**config.mk**
```make
export PLATFORM = sky130hd
export DESIGN_NAME = ext_irq_ctrl
export DESIGN_NICKNAME = d
export VERILOG_FILES = /design/src/design/ext_irq_pkg.sv /design/src/design/irq_sel_if.sv /design/src/design/ext_irq_ctrl.sv /design/src/design/irq_level_select.sv
export VERILOG_INCLUDE_DIRS = /design/src /design/src/design
export SDC_FILE = /design/constraint.sdc
export NUM_CORES = 1
export LEC_CHECK = 0
export BUFFER_PORTS_ARGS = -buffer_cell sky130_fd_sc_hd__buf_2
export CAP_MARGIN = 20
export CORE_ASPECT_RATIO = 0.7
export CORE_UTILIZATION = 44
export CTS_CLUSTER_SIZE = 8
export DETAILED_ROUTE_END_ITERATION = 10
export PLACE_DENSITY = 0.74
export SKIP_LAST_GASP = 1
export SLEW_MARGIN = 0
export SYNTH_ARGS = -nofsm -noshare
export SYNTH_HDL_FRONTEND = slang
export SYNTH_HIERARCHICAL = 1
export SYNTH_SLANG_ARGS = --single-unit
```
**constraint.sdc**
```tcl
create_clock -name clk -period 1.53 [get_ports clk]
set_input_delay 0.2295 -clock clk [delete_from_list [all_inputs] [get_ports clk]]
set_output_delay 0.2295 -clock clk [all_outputs]
set_load 0.01 [all_outputs]
```
**src/design/ext_irq_map.svh**
```systemverilog
// Addresses, field positions and reset values of the extended interrupt enable and priority block.
// Assumes inclusion by bare name from the design files; definitions only.
//
// Notes on behaviour
// Priority-first bit 7 puts the LIN interrupt at low (0) or high (1) priority.
// Priority-first bit 6 puts the timer 3 interrupt at low or high priority.
// Priority-first bits 5 and 4 set comparator 1 and comparator 0 priority.
// Priority-first bit 3 sets priority for all counter array 0 interrupts.
// Priority-first bit 2 sets priority of the ADC conversion-complete interrupt.
// Priority-first bit 1 sets priority of the ADC window interrupt.
// Priority-first bit 0 sets priority of the SMBus interrupt.
// Enable-second bits 7 and 6 pass timer 5 and timer 4 overflow requests.
// Enable-second bit 5 lets comparator 2 rise or fall flag request.
// Enable-second bit 4 masks or enables all counter array 1 interrupts.
// Enable-second bit 3 enables the second UART interrupt.
// Enable-second bit 2 masks or enables port match interrupts.
// Enable-second bit 1 masks or enables all CAN controller interrupts.
// Enable-second bit 0 enables the regulator dropout interrupt.
// Priority-second bits 7 and 6 set timer 5 and timer 4 priority.
// Priority-second bit 5 sets the comparator 2 interrupt priority.
// Priority-second bit 4 sets counter array 1 interrupt priority.
// Priority-second bit 3 sets second UART interrupt priority.
// Priority-second bit 2 sets port match interrupt priority.
// Priority-second bit 1 sets CAN controller interrupt priority.
// Priority-second bit 0 sets regulator dropout interrupt priority.
// All three registers read and write on every page and clear on reset.
// A request passes only with flag and enable set; high priority goes first.

`ifndef EXT_IRQ_MAP_SVH
`define EXT_IRQ_MAP_SVH

`define EIRQ_ENABLE_SECOND_ADDR 8'he7
`define EIRQ_PRIORITY_FIRST_ADDR 8'hf6
`define EIRQ_PRIORITY_SECOND_ADDR 8'hf7
`define EIRQ_RESET_VALUE 8'h00
`define EIRQ_UNMAPPED_READ 8'h00

`define SRC_LIN 7
`define SRC_TIMER3 6
`define SRC_COMPARATOR1 5
`define SRC_COMPARATOR0 4
`define SRC_COUNTER_ARRAY0 3
`define SRC_ADC_DONE 2
`define SRC_ADC_WINDOW 1
`define SRC_SMBUS 0

`define SRC_TIMER5 7
`define SRC_TIMER4 6
`define SRC_COMPARATOR2 5
`define SRC_COUNTER_ARRAY1 4
`define SRC_UART_SECOND 3
`define SRC_PORT_MATCH 2
`define SRC_CAN 1
`define SRC_REGULATOR_DROPOUT 0

`endif

```
**src/design/ext_irq_pkg.sv**
```systemverilog
// Types shared by the extended interrupt enable and priority block.
// Assumes nothing beyond a SystemVerilog compiler.
package ext_irq_pkg;
    typedef logic [7:0] sfr_byte_t;
    typedef logic [3:0] irq_source_t;
    typedef enum logic [2:0]
    {
        SEL_NONE = 3'b000,
        SEL_ENABLE_SECOND = 3'b001,
        SEL_PRIORITY_FIRST = 3'b010,
        SEL_PRIORITY_SECOND = 3'b100
    } reg_sel_t;
endpackage

```
**src/design/irq_sel_if.sv**
```systemverilog
// Carrier between the register block and its priority selector.
// Assumes one clock domain; the signals are combinational.
`timescale 1ns/1ps
`default_nettype none
interface irq_sel_if #(parameter int N = 16, parameter int ID_W = 4);
    logic [N-1:0] req;
    logic [N-1:0] prio;
    logic hi_any;
    logic lo_any;
    logic [ID_W-1:0] hi_id;
    logic [ID_W-1:0] lo_id;
    modport src (output req, output prio, input hi_any, input lo_any, input hi_id, input lo_id);
    modport sel (input req, input prio, output hi_any, output lo_any, output hi_id, output lo_id);
endinterface
`default_nettype wire

```
**src/design/ext_irq_ctrl.sv**
```systemverilog
// Extended interrupt enable and priority registers with two-level request selection.
// Assumes a byte-wide special-function register port and interrupt flags on clk.
`include "ext_irq_map.svh"
`timescale 1ns/1ps
`default_nettype none
module ext_irq_ctrl (
    input wire logic clk,
    input wire logic rst,
    input wire logic [7:0] sfr_addr,
    input wire logic sfr_wr,
    input wire logic sfr_rd,
    input wire logic [7:0] sfr_wdata,
    output logic [7:0] sfr_rdata,
    output logic sfr_hit,
    input wire logic [7:0] enable_first,
    input wire logic lin_irq_flag,
    input wire logic timer3_irq_flag,
    input wire logic comparator1_irq_flag,
    input wire logic comparator0_irq_flag,
    input wire logic counter_array0_irq_flag,
    input wire logic adc_done_irq_flag,
    input wire logic adc_window_irq_flag,
    input wire logic smbus_irq_flag,
    input wire logic timer5_low_overflow_flag,
    input wire logic timer5_high_overflow_flag,
    input wire logic timer4_low_overflow_flag,
    input wire logic timer4_high_overflow_flag,
    input wire logic comparator2_rise_flag,
    input wire logic comparator2_fall_flag,
    input wire logic counter_array1_irq_flag,
    input wire logic uart_second_irq_flag,
    input wire logic port_match_irq_flag,
    input wire logic can_irq_flag,
    input wire logic regulator_dropout_irq_flag,
    output logic [7:0] extended_irq_enable_second,
    output logic [7:0] extended_irq_priority_first,
    output logic [7:0] extended_irq_priority_second,
    output logic [15:0] irq_pending,
    output logic irq_high_req,
    output logic irq_low_req,
    output logic [3:0] irq_high_source,
    output logic [3:0] irq_low_source
);

    ////////////////////////////////////////////////////////////////////////////////
    // Registers and decode.

    ext_irq_pkg::sfr_byte_t enable_second_reg;
    ext_irq_pkg::sfr_byte_t priority_first_reg;
    ext_irq_pkg::sfr_byte_t priority_second_reg;
    ext_irq_pkg::sfr_byte_t rdata_reg;
    ext_irq_pkg::sfr_byte_t rdata_next;
    ext_irq_pkg::reg_sel_t reg_sel;
    logic [15:0] pending_reg;
    logic high_req_reg;
    logic low_req_reg;
    ext_irq_pkg::irq_source_t high_source_reg;
    ext_irq_pkg::irq_source_t low_source_reg;

    wire logic hit_enable_second;
    wire logic hit_priority_first;
    wire logic hit_priority_second;
    wire logic wr_enable_second;
    wire logic wr_priority_first;
    wire logic wr_priority_second;

    // Addresses decode without any page qualifier.
    assign hit_enable_second = (sfr_addr == `EIRQ_ENABLE_SECOND_ADDR);
    assign hit_priority_first = (sfr_addr == `EIRQ_PRIORITY_FIRST_ADDR);
    assign hit_priority_second = (sfr_addr == `EIRQ_PRIORITY_SECOND_ADDR);
    assign sfr_hit = hit_enable_second | hit_priority_first | hit_priority_second;
    assign reg_sel = hit_enable_second ? ext_irq_pkg::SEL_ENABLE_SECOND :
                     hit_priority_first ? ext_irq_pkg::SEL_PRIORITY_FIRST :
                     hit_priority_second ? ext_irq_pkg::SEL_PRIORITY_SECOND :
                     ext_irq_pkg::SEL_NONE;
    assign wr_enable_second = sfr_wr && hit_enable_second;
    assign wr_priority_first = sfr_wr && hit_priority_first;
    assign wr_priority_second = sfr_wr && hit_priority_second;

    // Read mux; unmapped addresses read as zero.
    always_comb
    begin
        case (reg_sel)
            ext_irq_pkg::SEL_ENABLE_SECOND: rdata_next = enable_second_reg;
            ext_irq_pkg::SEL_PRIORITY_FIRST: rdata_next = priority_first_reg;
            ext_irq_pkg::SEL_PRIORITY_SECOND: rdata_next = priority_second_reg;
            default: rdata_next = `EIRQ_UNMAPPED_READ;
        endcase
    end

    // Each register clears on reset; enable and priority registers load on a write to their address, read data on any read.
    always_ff @(posedge clk or posedge rst)
    begin
        if (rst)
            enable_second_reg <= `EIRQ_RESET_VALUE;
        else if (wr_enable_second)
            enable_second_reg <= sfr_wdata;
    end

    always_ff @(posedge clk or posedge rst)
    begin
        if (rst)
            priority_first_reg <= `EIRQ_RESET_VALUE;
        else if (wr_priority_first)
            priority_first_reg <= sfr_wdata;
    end

    always_ff @(posedge clk or posedge rst)
    begin
        if (rst)
            priority_second_reg <= `EIRQ_RESET_VALUE;
        else if (wr_priority_second)
            priority_second_reg <= sfr_wdata;
    end

    always_ff @(posedge clk or posedge rst)
    begin
        if (rst)
            rdata_reg <= `EIRQ_RESET_VALUE;
        else if (sfr_rd)
            rdata_reg <= rdata_next;
    end

    ////////////////////////////////////////////////////////////////////////////////
    // Field views of the enable and priority registers.

    wire logic timer5_irq_enable;
    wire logic timer4_irq_enable;
    wire logic comparator2_irq_enable;
    wire logic counter_array1_irq_enable;
    wire logic uart_second_irq_enable;
    wire logic port_match_irq_enable;
    wire logic can_irq_enable;
    wire logic regulator_dropout_irq_enable;

    assign timer5_irq_enable = enable_second_reg[`SRC_TIMER5];
    assign timer4_irq_enable = enable_second_reg[`SRC_TIMER4];
    assign comparator2_irq_enable = enable_second_reg[`SRC_COMPARATOR2];
    assign counter_array1_irq_enable = enable_second_reg[`SRC_COUNTER_ARRAY1];
    assign uart_second_irq_enable = enable_second_reg[`SRC_UART_SECOND];
    assign port_match_irq_enable = enable_second_reg[`SRC_PORT_MATCH];
    assign can_irq_enable = enable_second_reg[`SRC_CAN];
    assign regulator_dropout_irq_enable = enable_second_reg[`SRC_REGULATOR_DROPOUT];

    logic [7:0] prio_first;
    logic [7:0] prio_second;

    assign prio_first[`SRC_LIN] = priority_first_reg[`SRC_LIN];
    assign prio_first[`SRC_TIMER3] = priority_first_reg[`SRC_TIMER3];
    assign prio_first[`SRC_COMPARATOR1] = priority_first_reg[`SRC_COMPARATOR1];
    assign prio_first[`SRC_COMPARATOR0] = priority_first_reg[`SRC_COMPARATOR0];
    assign prio_first[`SRC_COUNTER_ARRAY0] = priority_first_reg[`SRC_COUNTER_ARRAY0];
    assign prio_first[`SRC_ADC_DONE] = priority_first_reg[`SRC_ADC_DONE];
    assign prio_first[`SRC_ADC_WINDOW] = priority_first_reg[`SRC_ADC_WINDOW];
    assign prio_first[`SRC_SMBUS] = priority_first_reg[`SRC_SMBUS];

    assign prio_second[`SRC_TIMER5] = priority_second_reg[`SRC_TIMER5];
    assign prio_second[`SRC_TIMER4] = priority_second_reg[`SRC_TIMER4];
    assign prio_second[`SRC_COMPARATOR2] = priority_second_reg[`SRC_COMPARATOR2];
    assign prio_second[`SRC_COUNTER_ARRAY1] = priority_second_reg[`SRC_COUNTER_ARRAY1];
    assign prio_second[`SRC_UART_SECOND] = priority_second_reg[`SRC_UART_SECOND];
    assign prio_second[`SRC_PORT_MATCH] = priority_second_reg[`SRC_PORT_MATCH];
    assign prio_second[`SRC_CAN] = priority_second_reg[`SRC_CAN];
    assign prio_second[`SRC_REGULATOR_DROPOUT] =
        priority_second_reg[`SRC_REGULATOR_DROPOUT];

    ////////////////////////////////////////////////////////////////////////////////
    // Request gating: a source passes only with its flag and enable both set.

    logic [7:0] req_first;
    logic [7:0] req_second;

    assign req_first[`SRC_LIN] = lin_irq_flag && enable_first[`SRC_LIN];
    assign req_first[`SRC_TIMER3] = timer3_irq_flag && enable_first[`SRC_TIMER3];
    assign req_first[`SRC_COMPARATOR1] =
        comparator1_irq_flag && enable_first[`SRC_COMPARATOR1];
    assign req_first[`SRC_COMPARATOR0] =
        comparator0_irq_flag && enable_first[`SRC_COMPARATOR0];
    assign req_first[`SRC_COUNTER_ARRAY0] =
        counter_array0_irq_flag && enable_first[`SRC_COUNTER_ARRAY0];
    assign req_first[`SRC_ADC_DONE] = adc_done_irq_flag && enable_first[`SRC_ADC_DONE];
    assign req_first[`SRC_ADC_WINDOW] =
        adc_window_irq_flag && enable_first[`SRC_ADC_WINDOW];
    assign req_first[`SRC_SMBUS] = smbus_irq_flag && enable_first[`SRC_SMBUS];

    assign req_second[`SRC_TIMER5] = timer5_irq_enable &&
        (timer5_low_overflow_flag || timer5_high_overflow_flag);
    assign req_second[`SRC_TIMER4] = timer4_irq_enable &&
        (timer4_low_overflow_flag || timer4_high_overflow_flag);
    assign req_second[`SRC_COMPARATOR2] = comparator2_irq_enable &&
        (comparator2_rise_flag || comparator2_fall_flag);
    assign req_second[`SRC_COUNTER_ARRAY1] =
        counter_array1_irq_enable && counter_array1_irq_flag;
    assign req_second[`SRC_UART_SECOND] = uart_second_irq_enable && uart_second_irq_flag;
    assign req_second[`SRC_PORT_MATCH] = port_match_irq_enable && port_match_irq_flag;
    assign req_second[`SRC_CAN] = can_irq_enable && can_irq_flag;
    assign req_second[`SRC_REGULATOR_DROPOUT] =
        regulator_dropout_irq_enable && regulator_dropout_irq_flag;

    ////////////////////////////////////////////////////////////////////////////////
    // Priority selection and registered request outputs.

    irq_sel_if #(.N(16), .ID_W(4)) sel_bus ();

    assign sel_bus.req = {req_second, req_first};
    assign sel_bus.prio = {prio_second, prio_first};

    irq_level_select #(.N(16), .ID_W(4)) u_select (
        .sel(sel_bus.sel)
    );

    // The high level is presented whenever any high request exists.
    always_ff @(posedge clk or posedge rst)
    begin
        if (rst)
        begin
            pending_reg <= '0;
            high_req_reg <= 1'b0;
            low_req_reg <= 1'b0;
            high_source_reg <= '0;
            low_source_reg <= '0;
        end
        else
        begin
            pending_reg <= sel_bus.req;
            high_req_reg <= sel_bus.hi_any;
            low_req_reg <= sel_bus.lo_any && !sel_bus.hi_any;
            high_source_reg <= sel_bus.hi_id;
            low_source_reg <= sel_bus.lo_id;
        end
    end

    assign sfr_rdata = rdata_reg;
    assign extended_irq_enable_second = enable_second_reg;
    assign extended_irq_priority_first = priority_first_reg;
    assign extended_irq_priority_second = priority_second_reg;
    assign irq_pending = pending_reg;
    assign irq_high_req = high_req_reg;
    assign irq_low_req = low_req_reg;
    assign irq_high_source = high_source_reg;
    assign irq_low_source = low_source_reg;

    ext_irq_pkg::sfr_byte_t pending_first;
    ext_irq_pkg::sfr_byte_t pending_second;

    assign {pending_second, pending_first} = pending_reg;
endmodule
`default_nettype wire

```
**src/design/irq_level_select.sv**
```systemverilog
// Two-level priority selector: picks the lowest-numbered request at each level.
// Assumes request and priority vectors from logic on the same clock.
`timescale 1ns/1ps
`default_nettype none
module irq_level_select #(
    parameter int N = 16,
    parameter int ID_W = 4
)(
    irq_sel_if.sel sel
);
    generate
        if (N < 2 || N > (1 << ID_W))
        begin : g_bad_width
            $error("irq_level_select: N does not fit the source id width");
        end
    endgenerate

    // Scans from the top so that the lowest-numbered request wins each level.
    always_comb
    begin
        sel.hi_any = 1'b0;
        sel.lo_any = 1'b0;
        sel.hi_id = '0;
        sel.lo_id = '0;
        for (int i = N - 1; i >= 0; i--)
        begin
            if (sel.req[i] && sel.prio[i])
            begin
                sel.hi_any = 1'b1;
                sel.hi_id = ID_W'(i);
            end
            if (sel.req[i] && !sel.prio[i])
            begin
                sel.lo_any = 1'b1;
                sel.lo_id = ID_W'(i);
            end
        end
    end
endmodule
`default_nettype wire

```
-- Word level (Yosys, flattened, before mapping)
Index checks and enable logic that the tools add are counted.
- bits in registers: 58
- input port bits: 47
- output and inout port bits: 59
- word-level logic and storage cells: 157
- eq/ne operators: 6
- muxes and demuxes: 68
- bitwise gates (word level): 2
- reduce and logical (&&, ||, !) cells: 72
- operators with widths (kind ; number):
    $mux 4 ; 32
    $logic_and 1x1->1 ; 52
    $mux 1 ; 32
    $eq 8x8->1 const B ; 3
    $pmux 8 s3 ; 1
    $logic_not 1->1 ; 17
    $mux 3 ; 3
    $eq 3x1->1 const B ; 1
    $eq 3x2->1 const B ; 1
    $eq 3x3->1 const B ; 1
    $logic_or 1x1->1 ; 3
    $or 1x1->1 ; 2

-- Longest topological paths before layout
- depth in word-level cells: 21
- depth in mapped cells: 7

-- Hierarchy
Netlist, hierarchy kept.
- modules (own cells, without submodules) (module ; times used ; cells an instance ; area an instance (µm²) ; sequential area each (µm²)):
    ext_irq_ctrl ; 1 ; 157 ; 2237.1 ; 1451.4
    irq_level_select ; 1 ; 91 ; 500.5 ; 0.0

-- Worst setup path before layout
No wires, ideal clock.
- kind: reg-to-reg
- from: register enable_second_reg[5], in the netlist extended_irq_enable_second[5]
- to: register low_source_reg[0], in the netlist irq_low_source[0]
- library setup time: 130 ps
- arrival time: 1356 ps
- path slack: 44 ps
- stages on the path, launching flop included: 7
- clock period less this slack: 1486 ps
- cell sequence: dfrtp_1 o21a_1 nor2b_1 a31oi_1 o21ai_1 a2111oi_2 o22ai_1
- longest elaborated chain between the ends: 16
- RTL lines (element ; line ; text):
    start, declared ; ext_irq_ctrl.sv:48 ; ext_irq_pkg::sfr_byte_t enable_second_reg;
    start signal, assigned ; ext_irq_ctrl.sv:95 ; enable_second_reg <= `EIRQ_RESET_VALUE;
    start signal, assigned ; ext_irq_ctrl.sv:97 ; enable_second_reg <= sfr_wdata;
    $logic_and 1x1->1 ; ext_irq_ctrl.sv:190 ; assign req_second[`SRC_COMPARATOR2] = comparator2_irq_enable &&
    via req_second[5] ; ext_irq_ctrl.sv:171 ; logic [7:0] req_second;
    $logic_and 1x1->1 ; irq_level_select.sv:32 ; if (sel.req[i] && !sel.prio[i])
    $mux 4 (14 in series) ; irq_level_select.sv:32 ;
    via sel_bus.lo_id[0] ; irq_sel_if.sv:11 ; logic [ID_W-1:0] lo_id;
    end signal, assigned ; ext_irq_ctrl.sv:229 ; low_source_reg <= sel_bus.lo_id;
    end, declared ; ext_irq_ctrl.sv:58 ; ext_irq_pkg::irq_source_t low_source_reg;
The timed path passes the listed nets, and every way through them passes these cells.
A chain may end at the register's enable or synchronous reset.

-- Worst setup path after layout
- from: register enable_second_reg[6], in the netlist extended_irq_enable_second[6]
- to: register low_source_reg[0], in the netlist irq_low_source[0]
- longest elaborated chain between the ends: 17
- RTL lines (element ; line ; text):
    $logic_and 1x1->1 ; ext_irq_ctrl.sv:188 ; assign req_second[`SRC_TIMER4] = timer4_irq_enable &&
    via req_second[6] ; ext_irq_ctrl.sv:171 ;
    $logic_and 1x1->1 ; irq_level_select.sv:32 ;
    $mux 4 (15 in series) ; irq_level_select.sv:32 ;
    via sel_bus.lo_id[0] ; irq_sel_if.sv:11 ;
The timed path passes the listed nets, and every way through them passes these cells.

==> flow_summary.ini <==
[sta]
hold_viol = 0
relSlewSlack_pct = 73.4
tightestPinTransition_ns = 0.398
rsz0062_at_grt = yes
fin_ws_ns = -0.0160
clock.fmax_mhz = 647
setup_violations = 1
fin_skew_ns = 0.00774
setup_tns_ns = -0.0160
min_period_over_period_pct = 101
period_minus_slack_ns = 1.55
slew_violations = 0
holdWs_ns = 0.117

[place]
place_inst = 442
portBuffers = 105
hpwl_mm = 5.62
pre_cts_ws_ns = -0.0599
gp_congestion = 0.823

[critical_path]
worstSetupPathType = register to register
reg2reg_setup_slack_ns = -0.02
worstReg2RegEnd = irq_low_source[0]
worst-r2r-cell-count = 6
crit_fanout = 4
critPathRequiredTime_ns = 1.75
r2r-start = extended_irq_enable_second[6]
cp-start-kind = register
cp-end-kind = register
worstPathArrival_ns = 1.77

[cts]
path_clk_slew_ns = 0.07
cts_tree = yes
clockBufferDepth = 2
root_buffer = clkbuf_8
htree_levels = 3
clkLatencyLatePin_ns = 0.35
cts_buffers = 9
cts.sinks = 58

[synthesis]
netlist-cell-type-count = 40
synth-async-reset-ratio_pct = 100
synth-main-ff-cell = dfrtp_1
synth_nets = 295
synth_seq_area_share_pct = 53.0
synthesis.instances = 248
synthesis.area_um2 = 2740
synth-warning-count = 6
synth_area_per_cell_um2 = 11.0
synth_edf_count = 0
ys_seq_elements = 58

[floorplanning]
initial_utilization_pct = 46.6
dieArea_um2 = 6550
die_height_um = 68.0
die_x_um = 96.3
core-area_um2 = 5870
io_pins = 106
row_count = 23

[layout]
area_growth_pct = 39.9
final_nets = 431
antenna_cells = 0
finish.utilization_pct = 65.2
drive_above_1_share_pct = 42.2
fin_cells = 464

[routing]
drtIter0Drc = 129
avgViaCountPerCell = 5.22
dr_total_vias = 2424
wl_mm = 7.54
first_pass_iters = 4
drt-wirelength-per-cell_um = 16.2
drc_errors = 0
final_antenna_net_count = 0

[power_and_ir_drop]
pwr-share-comb_pct = 12.1
peakVddDrop_uv = 578
p_sw_w = 0.000947
pwr_density_cell_nw_per_um2 = 1000
p_clk_share_pct = 44.9
power_leakage_nw = 2.08
p_int_w = 0.00290
p_seq_share_pct = 43.0
switching_share_pct = 24.6

[flow_run]
maxCapViolations = 0

[grt]
grt_pass1_vias = 2246
grt.overflow.total = 0
grt_pass1_wl_mm = 11.5
antenna_found_initial = 0
grt_util_all_layers_pct = 25.0
grt_max_degree = 32

[worst_hold_path]
hold_depth = 2
hold_start = sfr_wdata[3]
hp-class = input port to register
hold_end = extended_irq_priority_first[3]

[outcome]
violations = negative setup slack
status = complete, but fails checks
metal layers:
metal | vias to the layer above | share of wire [%] | global-route usage, %
met2 | 109 | 43 | 36.5
met5 | - | 0 | 0
li1 | 1149 | - | -
met3 | 14 | 8.5 | 8.00
met1 | 1152 | 47 | 34.5
met4 | 0 | 1.7 | 9.51
through the flow:
step,power [W],area (um2)
after floorplan,0.00190,2740
after global placement,0.00212,3510
after detailed placement,0.00213,3510
after CTS,0.00387,3790
after global routing,0.00400,3830
final,0.00384,3830
power groups by stage:
stage	Sequential [W]	Combinational [W]	Clock [W]
after CTS	0.00165	0.000461	0.00176
after global placement	0.00168	0.000441	0
after detailed placement	0.00168	0.000451	0
after global routing	0.00166	0.000516	0.00182
final	0.00165	0.000465	0.00172
after floorplan	0.00171	0.000189	0
synth_stat cells (all sizes together), types with 3 or more instances:
master  count  share of area [%]
dfrtp      58                 53
nand2      42                5.8
mux2       32                 13
and2       15                3.4
nor2b      12                2.7
nand2b     11                2.5
nor2       10                1.4
a21oi       8                1.5
a32oi       8                2.6
buf         5               0.91
nand3       5               0.91
inv         4               0.55
a22o        3                1.0
a31oi       3               0.69
nor3        3               0.55
o21a        3               0.82
cell families after synthesis:
kind of cell / share of synthesized area (%)
and+or+nand+nor: 21.4
DFF: 53.0
AOI/OAI and AO/OA: 10.8
muxes: 13.2
buffers and inverters: 1.60
registers in the layout, summed over array words and instances, names as in the netlist, 4 cells and up:
register	cells
irq_pending	16
extended_irq_enable_second	8
extended_irq_priority_first	8
extended_irq_priority_second	8
sfr_rdata	8
irq_high_source	4
irq_low_source	4
layout by cell type (no fill, tap or decap), types with 9 or more instances in the layout:
cell type	Yosys	layout
buf_2	5	105
dfrtp_1	58	58
nand2_1	42	42
mux2_1	32	32
buf_4	0	22
and2_1	15	14
nand2b_1	11	11
nor2b_1	12	10
clkbuf_8	0	9
nor2_1	10	9
cell type report:
type / instances / area [um2]
Clock inverter: 7 / 118
Clock buffer: 9 / 124
Tap cell: 75 / 93.8
Multi-Input combinational cell: 180 / 1270
Inverter: 4 / 18.8
Sequential cell: 58 / 1450
Timing Repair Buffer: 131 / 752
Fill cell: 485 / 2040
critical path: stages (launching register included):
cell and delay, ns:
dfrtp_1 0.35, o21a_1 0.21, nand2b_1 0.13, a31oi_1 0.18, o21ai_1 0.10, a2111oi_2 0.31
o22ai_1 0.13
worst max path at each step:
stage                                             start                  to  slack, ns  cells after the start
after floorplan           extended_irq_enable_second[5]   irq_low_source[0]       0.04                      6
after global placement        timer4_high_overflow_flag         irq_low_req      -0.03                      7
after detailed placement          comparator2_fall_flag   irq_low_source[0]      -0.06                      7
after CTS                 extended_irq_enable_second[6]  irq_high_source[0]     0.0004                      6
after global routing      extended_irq_enable_second[6]   irq_low_source[0]      -0.09                      6
final                     extended_irq_enable_second[6]   irq_low_source[0]      -0.02                      6
repair_timing:
item / 4_1_cts / 5_1_grt
hold buffers: 1 / 0
setup buffers: 3 / 2
hold endpoints to repair: 15 / 0
setup endpoints to repair: 4 / 6
gates resized for setup: 1 / 9
pin swaps: 3 / 8
Power figures use the tool's default switching activity.
